==> src/core/one_wire_pkg.sv <==
/*
 * Constants and types for the single-line port burst access block.
 * Assumes a 100 MHz core clock and an 8N1, LSB-first byte format on the line.
 */
package one_wire_pkg;

  // ----------------------------------------
  // clock and timing
  // ----------------------------------------
  localparam int CLK_HZ          = 100_000_000;
  localparam int CLK_PERIOD_NS   = 10;
  localparam int TURN_US         = 20;
  localparam int TURN_CYCLES     = (TURN_US * 1000 + CLK_PERIOD_NS - 1) / CLK_PERIOD_NS;
  localparam int BAUD_MIN_BPS    = 4800;
  localparam int BAUD_MAX_BPS    = 115200;
  localparam int BIT_MAX_CYCLES  = CLK_HZ / BAUD_MIN_BPS;
  // rounded down so that the top rate itself is accepted
  localparam int BIT_MIN_CYCLES  = CLK_HZ / BAUD_MAX_BPS;
  localparam int GAP_SHIFT       = 4;
  localparam int CNT_W           = 20;
  localparam int PER_W           = 16;

  // ----------------------------------------
  // frame fields
  // ----------------------------------------
  localparam logic [7:0] SYNC_BYTE     = 8'h55;
  localparam logic [3:0] CMD_WR_NIB    = 4'h1;
  localparam logic [3:0] CMD_RINIT_NIB = 4'h2;
  localparam logic [7:0] CMD_RRESP     = 8'h73;
  localparam logic [7:0] CMD_PM_BWR    = 8'hC1;
  localparam logic [7:0] CMD_DR_BWR    = 8'hB1;
  localparam logic [7:0] CMD_PM_BRD    = 8'hC2;
  localparam logic [7:0] CMD_DR_BRD    = 8'hB2;
  localparam logic [7:0] CMD_BRESP     = 8'hD3;
  localparam int         BURST_LEN     = 8;
  localparam int         BURST_SHIFT   = 3;

  // ----------------------------------------
  // page codes and register page values
  // ----------------------------------------
  localparam logic [2:0] PG_REG0  = 3'h0;
  localparam logic [2:0] PG_DATA  = 3'h1;
  localparam logic [2:0] PG_REG2  = 3'h2;
  localparam logic [2:0] PG_DEV   = 3'h3;
  localparam logic [2:0] PG_PROG  = 3'h4;
  localparam logic [2:0] PG_REG7  = 3'h7;
  localparam logic [7:0] REGSEL_0 = 8'h00;
  localparam logic [7:0] REGSEL_2 = 8'h02;
  localparam logic [7:0] REGSEL_7 = 8'h07;

  // ----------------------------------------
  // error flag positions
  // ----------------------------------------
  localparam int ERR_LO_BAUD = 0;
  localparam int ERR_LO_SYNC = 1;
  localparam int ERR_HI_STOP = 0;
  localparam int ERR_HI_CMD  = 1;

  typedef enum logic [6:0] {
    OP_WR    = 7'b0000001,
    OP_RINIT = 7'b0000010,
    OP_RRESP = 7'b0000100,
    OP_BWR   = 7'b0001000,
    OP_BRD   = 7'b0010000,
    OP_BRESP = 7'b0100000,
    OP_BAD   = 7'b1000000
  } op_t;

  typedef enum logic [9:0] {
    ST_IDLE  = 10'b0000000001,
    ST_SLOW  = 10'b0000000010,
    ST_SBYTE = 10'b0000000100,
    ST_CMD   = 10'b0000001000,
    ST_ADDR  = 10'b0000010000,
    ST_DATA  = 10'b0000100000,
    ST_FETCH = 10'b0001000000,
    ST_TURN  = 10'b0010000000,
    ST_TX    = 10'b0100000000,
    ST_ERR   = 10'b1000000000
  } main_state_t;

  typedef enum logic [3:0] {
    RX_IDLE  = 4'b0001,
    RX_START = 4'b0010,
    RX_DATA  = 4'b0100,
    RX_STOP  = 4'b1000
  } rx_state_t;

endpackage : one_wire_pkg

==> src/core/line_byte_rx.sv <==
/*
 * Byte receiver for the single line: 8 data bits LSB first, one stop bit.
 * Assumes the line input is synchronous to clk_in and period_in is stable while armed.
 */
`timescale 1ns/1ps
`default_nettype none

module line_byte_rx (
  input  wire logic                         clk_in,
  input  wire logic                         rst_in,
  input  wire logic                         line_in,
  input  wire logic [one_wire_pkg::PER_W-1:0] period_in,
  input  wire logic                         arm_in,
  input  wire logic                         resume_in,
  output logic                              byte_valid_out,
  output logic [7:0]                        byte_out,
  output logic                              stop_err_out
);

  one_wire_pkg::rx_state_t          st_q;
  logic [one_wire_pkg::PER_W-1:0]   cnt_q;
  logic [2:0]                       bit_q;
  logic [7:0]                       sh_q;
  logic                             prev_q;

  // ----------------------------------------
  // bit sampling at mid-bit
  // ----------------------------------------
  always_ff @(posedge clk_in or posedge rst_in) begin
    if (rst_in) begin
      st_q           <= one_wire_pkg::RX_IDLE;
      cnt_q          <= '0;
      bit_q          <= 3'h0;
      sh_q           <= 8'h00;
      prev_q         <= 1'b1;
      byte_valid_out <= 1'b0;
      byte_out       <= 8'h00;
      stop_err_out   <= 1'b0;
    end else begin
      prev_q         <= line_in;
      byte_valid_out <= 1'b0;
      if (resume_in) begin
        // sync byte: start bit already measured, continue at data bit 0
        st_q  <= one_wire_pkg::RX_DATA;
        cnt_q <= period_in >> 1;
        bit_q <= 3'h0;
      end else begin
        case (st_q)
          one_wire_pkg::RX_IDLE: begin
            if (arm_in && prev_q && !line_in) begin
              st_q  <= one_wire_pkg::RX_START;
              cnt_q <= period_in >> 1;
            end
          end
          one_wire_pkg::RX_START: begin
            if (cnt_q == '0) begin
              // a glitch shorter than half a bit is dropped
              st_q  <= line_in ? one_wire_pkg::RX_IDLE : one_wire_pkg::RX_DATA;
              cnt_q <= period_in - 1'b1;
              bit_q <= 3'h0;
            end else begin
              cnt_q <= cnt_q - 1'b1;
            end
          end
          one_wire_pkg::RX_DATA: begin
            if (cnt_q == '0) begin
              sh_q  <= {line_in, sh_q[7:1]};
              cnt_q <= period_in - 1'b1;
              bit_q <= bit_q + 3'h1;
              if (bit_q == 3'h7) begin
                st_q <= one_wire_pkg::RX_STOP;
              end
            end else begin
              cnt_q <= cnt_q - 1'b1;
            end
          end
          one_wire_pkg::RX_STOP: begin
            if (cnt_q == '0) begin
              byte_valid_out <= 1'b1;
              byte_out       <= sh_q;
              stop_err_out   <= !line_in;
              st_q           <= one_wire_pkg::RX_IDLE;
            end else begin
              cnt_q <= cnt_q - 1'b1;
            end
          end
          default: st_q <= one_wire_pkg::RX_IDLE;
        endcase
      end
    end
  end

endmodule : line_byte_rx

`default_nettype wire

==> src/core/one_wire_burst_access.sv <==
/*
 * Command handler of the single-line port: frames, single and burst memory access,
 * read turnaround and transmit, link error flags.
 * Assumes line_in synchronous to clk_in, memories answer reads in the same cycle as
 * mem_req_out, and page registers are written by the normal single write path.
 */
// Summary of operation
// - C2 plus address prepares eight program bytes
// - B2 plus address prepares eight dev bytes
// - burst address byte is target address bits 10..3
// - D3 frame fetches prepared burst data
// - eight held bytes sent in one frame
// - burst write stores eight bytes, B1 dev
// - command selects operation, target, data count
// - reads use init frame then response frame
// - fetched data held until response frame
// - turnaround 20 us timed, then transmit
// - response carries one or eight bytes
// - baud, sync, stop, command errors flagged
// - three-bit page field selects target memory
// - C1 burst writes eight program bytes
`timescale 1ns/1ps
`default_nettype none

module one_wire_burst_access #(
  parameter logic [15:0] BIT_MAX_CYCLES = 16'(one_wire_pkg::BIT_MAX_CYCLES)
) (
  input  wire logic        clk_in,
  input  wire logic        rst_in,
  input  wire logic        line_in,
  output logic             line_out,
  output logic             line_oe_out,
  input  wire logic [5:0]  program_mem_page_reg_in,
  input  wire logic [5:0]  dev_ram_page_reg_in,
  output logic             mem_req_out,
  output logic             mem_we_out,
  output logic [2:0]       mem_page_out,
  output logic [13:0]      mem_addr_out,
  output logic [7:0]       mem_wdata_out,
  input  wire logic [7:0]  mem_rdata_in,
  output logic [7:0]       register_page_select_out,
  output logic [7:0]       link_error_flags_low_out,
  output logic [7:0]       link_error_flags_high_out,
  input  wire logic [7:0]  err_clear_low_in,
  input  wire logic [7:0]  err_clear_high_in
);

  // ----------------------------------------
  // decode helpers
  // ----------------------------------------
  function automatic logic page_ok(input logic [2:0] pg);
    page_ok = (pg != 3'h5) && (pg != 3'h6);
  endfunction : page_ok

  function automatic one_wire_pkg::op_t decode_op(input logic [7:0] c);
    decode_op = one_wire_pkg::OP_BAD;
    if (c == one_wire_pkg::CMD_RRESP) begin
      decode_op = one_wire_pkg::OP_RRESP;
    end else if (c == one_wire_pkg::CMD_BRESP) begin
      decode_op = one_wire_pkg::OP_BRESP;
    end else if (c == one_wire_pkg::CMD_PM_BWR || c == one_wire_pkg::CMD_DR_BWR) begin
      decode_op = one_wire_pkg::OP_BWR;
    end else if (c == one_wire_pkg::CMD_PM_BRD || c == one_wire_pkg::CMD_DR_BRD) begin
      decode_op = one_wire_pkg::OP_BRD;
    end else if (!c[7] && page_ok(c[6:4]) && c[3:0] == one_wire_pkg::CMD_WR_NIB) begin
      decode_op = one_wire_pkg::OP_WR;
    end else if (!c[7] && page_ok(c[6:4]) && c[3:0] == one_wire_pkg::CMD_RINIT_NIB) begin
      decode_op = one_wire_pkg::OP_RINIT;
    end
  endfunction : decode_op

  // ----------------------------------------
  // state
  // ----------------------------------------
  one_wire_pkg::main_state_t        st_q;
  one_wire_pkg::op_t                op_q;
  one_wire_pkg::op_t                op_d;
  logic [one_wire_pkg::CNT_W-1:0]   cnt_q;
  logic [one_wire_pkg::PER_W-1:0]   period_q;
  logic [2:0]                       page_q;
  logic [13:0]                      base_q;
  logic [3:0]                       idx_q;
  logic [3:0]                       n_q;
  logic [3:0]                       tx_bit_q;
  logic [9:0]                       tx_sh_q;
  logic                             prev_q;
  logic [7:0]                       rd_buf_q [0:one_wire_pkg::BURST_LEN-1];
  logic                             cap_q;
  logic [2:0]                       cap_idx_q;
  logic [one_wire_pkg::CNT_W-1:0]   gap_need;
  logic [one_wire_pkg::PER_W-1:0]   rx_period;
  logic                             rx_arm;
  logic                             resume;
  logic                             rx_valid;
  logic [7:0]                       rx_byte;
  logic                             rx_stop_err;
  logic                             ev_baud;
  logic                             ev_sync;
  logic                             ev_stop;
  logic                             ev_cmd;
  logic                             rx_ok;
  logic [13:0]                      single_addr;

  always_comb begin
    op_d      = decode_op(rx_byte);
    gap_need  = {period_q, 4'h0};
    rx_arm    = (st_q == one_wire_pkg::ST_CMD) || (st_q == one_wire_pkg::ST_ADDR) ||
                (st_q == one_wire_pkg::ST_DATA);
    rx_ok     = rx_valid && !rx_stop_err;
    ev_baud   = (st_q == one_wire_pkg::ST_SLOW) &&
                ((line_in && cnt_q < one_wire_pkg::CNT_W'(one_wire_pkg::BIT_MIN_CYCLES)) ||
                 (cnt_q >= one_wire_pkg::CNT_W'(BIT_MAX_CYCLES)));
    resume    = (st_q == one_wire_pkg::ST_SLOW) && line_in && !ev_baud;
    rx_period = resume ? cnt_q[one_wire_pkg::PER_W-1:0] : period_q;
    ev_sync   = (st_q == one_wire_pkg::ST_SBYTE) && rx_ok && (rx_byte != one_wire_pkg::SYNC_BYTE);
    ev_stop   = rx_valid && rx_stop_err && (rx_arm || st_q == one_wire_pkg::ST_SBYTE);
    ev_cmd    = (st_q == one_wire_pkg::ST_CMD) && rx_ok && (op_d == one_wire_pkg::OP_BAD);
    case (page_q)
      one_wire_pkg::PG_PROG: single_addr = {program_mem_page_reg_in, rx_byte};
      one_wire_pkg::PG_DEV:  single_addr = {dev_ram_page_reg_in, rx_byte};
      default:               single_addr = {6'h00, rx_byte};
    endcase
  end

  line_byte_rx u_rx (
    .clk_in         (clk_in),
    .rst_in         (rst_in),
    .line_in        (line_in),
    .period_in      (rx_period),
    .arm_in         (rx_arm),
    .resume_in      (resume),
    .byte_valid_out (rx_valid),
    .byte_out       (rx_byte),
    .stop_err_out   (rx_stop_err)
  );

  // ----------------------------------------
  // frame sequencing
  // ----------------------------------------
  always_ff @(posedge clk_in or posedge rst_in) begin
    if (rst_in) begin
      st_q        <= one_wire_pkg::ST_IDLE;
      op_q        <= one_wire_pkg::OP_BAD;
      cnt_q       <= '0;
      period_q    <= '0;
      page_q      <= 3'h0;
      base_q      <= 14'h0000;
      idx_q       <= 4'h0;
      n_q         <= 4'h1;
      tx_bit_q    <= 4'h0;
      tx_sh_q     <= 10'h3FF;
      prev_q      <= 1'b1;
      line_out    <= 1'b1;
      line_oe_out <= 1'b0;
      mem_req_out <= 1'b0;
      mem_we_out  <= 1'b0;
      mem_page_out  <= 3'h0;
      mem_addr_out  <= 14'h0000;
      mem_wdata_out <= 8'h00;
      register_page_select_out <= one_wire_pkg::REGSEL_0;
    end else begin
      prev_q      <= line_in;
      mem_req_out <= 1'b0;
      case (st_q)
        one_wire_pkg::ST_IDLE: begin
          line_oe_out <= 1'b0;
          if (prev_q && !line_in) begin
            st_q  <= one_wire_pkg::ST_SLOW;
            cnt_q <= 20'h00001;
          end
        end
        one_wire_pkg::ST_SLOW: begin
          if (ev_baud) begin
            st_q  <= one_wire_pkg::ST_ERR;
            cnt_q <= '0;
          end else if (line_in) begin
            period_q <= cnt_q[one_wire_pkg::PER_W-1:0];
            st_q     <= one_wire_pkg::ST_SBYTE;
            cnt_q    <= '0;
          end else begin
            cnt_q <= cnt_q + 1'b1;
          end
        end
        one_wire_pkg::ST_SBYTE, one_wire_pkg::ST_CMD, one_wire_pkg::ST_ADDR, one_wire_pkg::ST_DATA: begin
          cnt_q <= rx_valid ? '0 : cnt_q + 1'b1;
          if (ev_stop || ev_sync || ev_cmd) begin
            st_q  <= one_wire_pkg::ST_ERR;
            cnt_q <= '0;
          end else if (!rx_valid && cnt_q >= gap_need) begin
            // master went quiet mid-frame: drop the frame
            st_q <= one_wire_pkg::ST_IDLE;
          end else if (rx_valid && st_q == one_wire_pkg::ST_SBYTE) begin
            st_q <= one_wire_pkg::ST_CMD;
          end else if (rx_valid && st_q == one_wire_pkg::ST_CMD) begin
            op_q   <= op_d;
            page_q <= rx_byte[6:4];
            idx_q  <= 4'h0;
            if (op_d == one_wire_pkg::OP_BWR || op_d == one_wire_pkg::OP_BRD ||
                op_d == one_wire_pkg::OP_BRESP) begin
              n_q <= 4'(one_wire_pkg::BURST_LEN);
            end else begin
              n_q <= 4'h1;
            end
            if (op_d == one_wire_pkg::OP_RRESP || op_d == one_wire_pkg::OP_BRESP) begin
              st_q  <= one_wire_pkg::ST_TURN;
              cnt_q <= '0;
            end else begin
              st_q <= one_wire_pkg::ST_ADDR;
            end
            if (rx_byte == one_wire_pkg::CMD_PM_BWR || rx_byte == one_wire_pkg::CMD_PM_BRD) begin
              page_q <= one_wire_pkg::PG_PROG;
            end else if (rx_byte == one_wire_pkg::CMD_DR_BWR || rx_byte == one_wire_pkg::CMD_DR_BRD) begin
              page_q <= one_wire_pkg::PG_DEV;
            end
          end else if (rx_valid && st_q == one_wire_pkg::ST_ADDR) begin
            if (op_q == one_wire_pkg::OP_BWR || op_q == one_wire_pkg::OP_BRD) begin
              base_q <= (page_q == one_wire_pkg::PG_PROG) ?
                        {program_mem_page_reg_in[5:3], rx_byte, 3'h0} :
                        {dev_ram_page_reg_in[5:3], rx_byte, 3'h0};
            end else begin
              base_q <= single_addr;
            end
            case (page_q)
              one_wire_pkg::PG_REG0: register_page_select_out <= one_wire_pkg::REGSEL_0;
              one_wire_pkg::PG_REG2: register_page_select_out <= one_wire_pkg::REGSEL_2;
              one_wire_pkg::PG_REG7: register_page_select_out <= one_wire_pkg::REGSEL_7;
              default:               register_page_select_out <= register_page_select_out;
            endcase
            st_q <= (op_q == one_wire_pkg::OP_RINIT || op_q == one_wire_pkg::OP_BRD) ?
                    one_wire_pkg::ST_FETCH : one_wire_pkg::ST_DATA;
          end else if (rx_valid && st_q == one_wire_pkg::ST_DATA) begin
            // each byte is stored as soon as it arrives
            mem_req_out   <= 1'b1;
            mem_we_out    <= 1'b1;
            mem_page_out  <= page_q;
            mem_addr_out  <= base_q + {10'h000, idx_q};
            mem_wdata_out <= rx_byte;
            idx_q         <= idx_q + 4'h1;
            if (idx_q == n_q - 4'h1) begin
              st_q <= one_wire_pkg::ST_IDLE;
            end
          end
        end
        one_wire_pkg::ST_FETCH: begin
          if (idx_q == n_q) begin
            st_q <= one_wire_pkg::ST_IDLE;
          end else begin
            mem_req_out  <= 1'b1;
            mem_we_out   <= 1'b0;
            mem_page_out <= page_q;
            mem_addr_out <= base_q + {10'h000, idx_q};
            idx_q        <= idx_q + 4'h1;
          end
        end
        one_wire_pkg::ST_TURN: begin
          line_oe_out <= 1'b0;
          if (cnt_q == one_wire_pkg::CNT_W'(one_wire_pkg::TURN_CYCLES - 1)) begin
            st_q        <= one_wire_pkg::ST_TX;
            cnt_q       <= '0;
            tx_bit_q    <= 4'h0;
            tx_sh_q     <= {1'b1, rd_buf_q[0], 1'b0};
            line_out    <= 1'b0;
            line_oe_out <= 1'b1;
          end else begin
            cnt_q <= cnt_q + 1'b1;
          end
        end
        one_wire_pkg::ST_TX: begin
          if (cnt_q[one_wire_pkg::PER_W-1:0] == period_q - 1'b1) begin
            cnt_q <= '0;
            if (tx_bit_q == 4'h9) begin
              idx_q <= idx_q + 4'h1;
              if (idx_q == n_q - 4'h1) begin
                st_q        <= one_wire_pkg::ST_IDLE;
                line_out    <= 1'b1;
                line_oe_out <= 1'b0;
              end else begin
                tx_bit_q <= 4'h0;
                tx_sh_q  <= {1'b1, rd_buf_q[3'(idx_q + 4'h1)], 1'b0};
                line_out <= 1'b0;
              end
            end else begin
              tx_bit_q <= tx_bit_q + 4'h1;
              tx_sh_q  <= {1'b1, tx_sh_q[9:1]};
              line_out <= tx_sh_q[1];
            end
          end else begin
            cnt_q <= cnt_q + 1'b1;
          end
        end
        one_wire_pkg::ST_ERR: begin
          // wait for a quiet line before hunting for the next sync
          line_oe_out <= 1'b0;
          cnt_q       <= line_in ? cnt_q + 1'b1 : '0;
          if (line_in && cnt_q >= gap_need) begin
            st_q <= one_wire_pkg::ST_IDLE;
          end
        end
        default: st_q <= one_wire_pkg::ST_IDLE;
      endcase
    end
  end

  // ----------------------------------------
  // read data capture, held until a response frame
  // ----------------------------------------
  always_ff @(posedge clk_in or posedge rst_in) begin
    if (rst_in) begin
      cap_q     <= 1'b0;
      cap_idx_q <= 3'h0;
      for (int i = 0; i < one_wire_pkg::BURST_LEN; i++) begin
        rd_buf_q[i] <= 8'h00;
      end
    end else begin
      cap_q     <= (st_q == one_wire_pkg::ST_FETCH) && (idx_q != n_q);
      cap_idx_q <= idx_q[2:0];
      if (cap_q) begin
        rd_buf_q[cap_idx_q] <= mem_rdata_in;
      end
    end
  end

  // ----------------------------------------
  // sticky error flags, set wins over clear
  // ----------------------------------------
  always_ff @(posedge clk_in or posedge rst_in) begin
    if (rst_in) begin
      link_error_flags_low_out  <= 8'h00;
      link_error_flags_high_out <= 8'h00;
    end else begin
      link_error_flags_low_out  <= (link_error_flags_low_out & ~err_clear_low_in) |
                                   (8'(ev_baud) << one_wire_pkg::ERR_LO_BAUD) |
                                   (8'(ev_sync) << one_wire_pkg::ERR_LO_SYNC);
      link_error_flags_high_out <= (link_error_flags_high_out & ~err_clear_high_in) |
                                   (8'(ev_stop) << one_wire_pkg::ERR_HI_STOP) |
                                   (8'(ev_cmd) << one_wire_pkg::ERR_HI_CMD);
    end
  end

endmodule : one_wire_burst_access

`default_nettype wire

==> config.mk <==
export PLATFORM = sky130hd
export DESIGN_NAME = one_wire_burst_access
export DESIGN_NICKNAME = d
export VERILOG_FILES = /design/src/core/one_wire_pkg.sv /design/src/core/line_byte_rx.sv /design/src/core/one_wire_burst_access.sv
export SDC_FILE = /design/constraint.sdc
export NUM_CORES = 1
export LEC_CHECK = 0
export ABC_AREA = 1
export BUFFER_PORTS_ARGS = -buffer_cell sky130_fd_sc_hd__buf_2
export CORE_MARGIN = 3
export CORE_UTILIZATION = 56
export DETAILED_ROUTE_END_ITERATION = 7
export HOLD_SLACK_MARGIN = 0.03
export PLACE_DENSITY_LB_ADDON = 0.12
export SLEW_MARGIN = 30
export SYNTH_ARGS = -nofsm -noshare
export SYNTH_HDL_FRONTEND = slang
export SYNTH_SLANG_ARGS = --single-unit
==> constraint.sdc <==
create_clock -name clk_in -period 6.69 [get_ports clk_in]
set_clock_uncertainty 0.15 [all_clocks]
set_input_delay 0.3345 -clock clk_in [delete_from_list [all_inputs] [get_ports clk_in]]
set_output_delay 0.3345 -clock clk_in [all_outputs]
set_load 0.03 [all_outputs]
==> summary.txt <==
Layout
  – Post-layout util: 64.3%
  – Nets: 2167
  – Synthesis-to-layout area growth: 12.1%
  – # diodes: 0
  – # fillers: 2340
  – Share of post-route cells with drive strength above 1: 12.4%

Yosys
  – Mapped cell area: 15100 um^2
  – Post-Syn Area per Cell: 7.45 um^2
  – Post-synth top cells: 434 x nand2_1, 232 x o21ai_0, 231 x dfrtp_1, 215 x inv_1, 183 x nor2_1
  – Post-Synthesis Cells: 2023
  – Seq cells post-synth: 245
  – Async SR Flop Fraction: 100%
  – Share of Yosys cell area claimed by the top area cell type: 38.4%
  – Most common cell in the synthesized netlist: nand2_1
  – YS warnings: 0
  – Post-synth cell types: 62
  – Synth top area cells: dfrtp_1 38%, nand2_1 11%, o21ai_0 7.7%
  – Area leader, netlist: dfrtp_1
  – Post-synthesis sequential area ratio: 40.8%
  – Post-synth EDFFs: 0
  – Main synth FF type: dfrtp_1

Routing
  – # DRC: 0
  – Via count: 14298
  – TritonRoute pass-1 iters: 6
  – Routed Antenna Nets: 0
  – DR WL/cell: 16.7 um
  – Post-Route WL: 41000 um
  – DRT iter0 DRCs: 1514
  – Via density: 5.83

STA
  – Crit path time final: 4.50 ns
  – Final setup TNS: 0 ns
  – Final setup viols: 0
  – RSZ-0062 raised after global routing: false
  – Hold Vio Cnt, Final: 0
  – Peak Freq: 222 MHz
  – Worst slew pin tran: 0.993 ns
  – Max-slew headroom: 33.5%
  – Final-report max-slew violation count: 0
  – Final period util: 67.3%

Clock network
  – Clock Sinks: 245
  – CTS Hold Buffers Added: 31
  – Setup Fix Bufs, Post-CTS: 0
  – Clk slew on worst S/H paths: 0.06 ns
  – CTS Buf Count: 28
  – H-tree depth: 1
  – Clock latency on the worst-skew pair: 0.55 ns
  – Clock root buffer master: clkbuf_16
  – Post-CTS Resized: 0
  – CTS tree: done
  – Max clock buf depth: 3

Power and ir drop
  – Switching pwr: 2.12 mW
  – Power density cells: 314 nW/um^2
  – Combinational share of power: 36.5%
  – Leakage: 8.13 nW
  – VDD IR-drop max: 0.230 mV
  – Sequential share of power: 32.9%
  – Clock network power share: 30.6%
  – Sw Ratio: 40.1%
  – Internal power: 3.18 mW

Setup path
  – CP Capture Type: flop
  – Crit path max fanout: 30
  – Crit path kind: flop to flop
  – Worst Path Required: 6.98 ns
  – CP arrival: 4.79 ns
  – R2R depth: 17
  – Crit path from: st_q[9]
  – Worst r2r src: st_q[9]
  – Reg2reg end: u_rx.cnt_q[8]
  – Worst setup SP type: flop
  – Reg2reg setup slack: 2.19 ns

Global route
  – Vias in the first global route: 13358
  – Largest net degree at the start of global routing: 144
  – Initial antenna violation count: 0
  – Gr usage total: 28.4%
  – Total gr overflow: 0
  – Global-route wire length before repair: 68200 um

Floorplanning
  – Die X: 170 um
  – FP Rows: 59
  – Die area: 28900 um^2
  – I/O pin total: 92
  – Initial Utilization: 57.3%
  – Core ar.: 26300 um^2
  – Die Span Y: 170 um

Run status
  – Status: finished clean

Worst hold path
  – Min-Delay Startpoint: dev_ram_page_reg_in[3]
  – Worst min-delay path class: primary input to flop
  – Hold Path Sink: base_q[11]
  – Hold Path Stages: 5

Placed design
  – PortBufs: 86
  – Detailed placement HPWL: 27900 um
  – Routability Congestion: 0.913

Run
  – Max Cap Viol: 0
## worst max-delay path, cell delays in order, from the launching register on
cell	delay, ns
dfrtp_1	0.42
nor2_1	0.54
inv_1	0.27
nor3_4	0.70
nand4_2	0.76
nand2_1	0.27
nand2_2	0.10
inv_1	0.10
ha_1	0.21
nand3_2	0.14
nor2_4	0.16
nand2_1	0.09
o21ai_1	0.14
nand3_1	0.10
nand2_1	0.08
nand2_1	0.04
nand2_1	0.05
nand2_1	0.05
## worst max path at each step
| stage | to | slack, ns | depth (start not counted) |
|---|---|---|---|
| global placement | u_rx.cnt_q[14] | 2.34 | 17 |
| finish | u_rx.cnt_q[8] | 2.19 | 17 |
| global route | u_rx.cnt_q[8] | 1.78 | 17 |
| detailed placement | u_rx.cnt_q[14] | 2.24 | 17 |
| floorplan | base_q[0] | 3.00 | 1 |
| CTS | u_rx.cnt_q[14] | 2.22 | 17 |
## state kept, by name, indices dropped and copies added, names as in the netlist, 3 cells and up
name and count:
st_q 10, mem_page_out 3, rd_buf_q 64, page_q 3, idx_q 4, mem_wdata_out 8
period_q 16, tx_sh_q 8, u_rx.sh_q 8, tx_bit_q 4, u_rx.st_q 4, link_error_flags_low_out 8
u_rx.cnt_q 16, cnt_q 20, cap_idx_q 3, op_q 7, u_rx.byte_out 8, mem_addr_out 14
link_error_flags_high_out 8, u_rx.bit_q 3, base_q 14
## power groups by stage
stage	Clock (mW)	Sequential, mW	Combinational [mW]
5_1_grt	1.71	1.76	2.17
3_3_place_gp	0	1.77	1.86
4_1_cts	1.65	1.74	1.91
6_report	1.62	1.75	1.94
2_1_floorplan	0	1.78	1.40
3_5_place_dp	0	1.77	1.88
## kinds of logic after synthesis
family,synth area share [%]
buf+inv,8.75
other cells,0.0249
simple gates,28.9
flops,40.8
xor+xnor,3.78
compound gates,14.8
fa+ha+maj,2.79
mux,0.208
## metrics by stage
stage	hold slack (ns)	power, mW	setup WS, ns	area [um^2]	cells
finish	0.0907	5.31	2.19	16900	2452
global route	0.148	5.64	1.78	16900	2452
CTS	0.0392	5.30	2.22	16900	2452
detailed placement	0.304	3.65	2.24	15600	2369
global placement	0.302	3.62	2.34	15600	2369
floorplan	0.189	3.18	3.00	15100	2027
## final cells by class
class | instances | area (um^2) | share of cell area (%)
Clock inverter | 16 | 204 | 1.21
Timing Repair Buffer | 125 | 817 | 4.84
Sequential cell | 245 | 6150 | 36.4
Multi-Input combinational cell | 1456 | 7630 | 45.2
Tap cell | 335 | 419 | 2.48
Inverter | 239 | 901 | 5.33
Clock buffer | 36 | 772 | 4.57
## cell usage in the layout (no fill, tap or decap), drive strengths merged, types with 4 or more instances in the layout
cell type / Yosys / final
nor3b: 4 / 4
conb: 1 / 5
nor3: 61 / 61
dlygate4sd3: 0 / 31
o21a: 4 / 4
a221oi: 7 / 7
buf: 38 / 94
nand3: 130 / 130
clkbuf: 49 / 36
xnor2: 13 / 13
o221ai: 9 / 9
nor4: 20 / 20
o21ai: 264 / 264
inv: 238 / 238
a21oi: 53 / 53
o211ai: 5 / 5
clkinv: 1 / 10
o311ai: 7 / 7
nand2: 455 / 455
a31oi: 9 / 9
or2: 13 / 13
nand3b: 6 / 6
nand4: 56 / 56
o22ai: 9 / 9
o31ai: 10 / 10
ha: 32 / 32
bufinv: 0 / 4
xor2: 52 / 52
o2111ai: 4 / 4
dfrtp: 231 / 231
dfstp: 14 / 14
nor2: 206 / 206
## per-layer routing
layer	GRT usage, %	routed length (um)	vias up
met2	44.9	18500	589
met5	0	0	-
li1	-	-	6863
met4	7.48	835	0
met1	41.5	18600	6777
met3	3.69	3070	69
(Power assumes the default switching activity.)
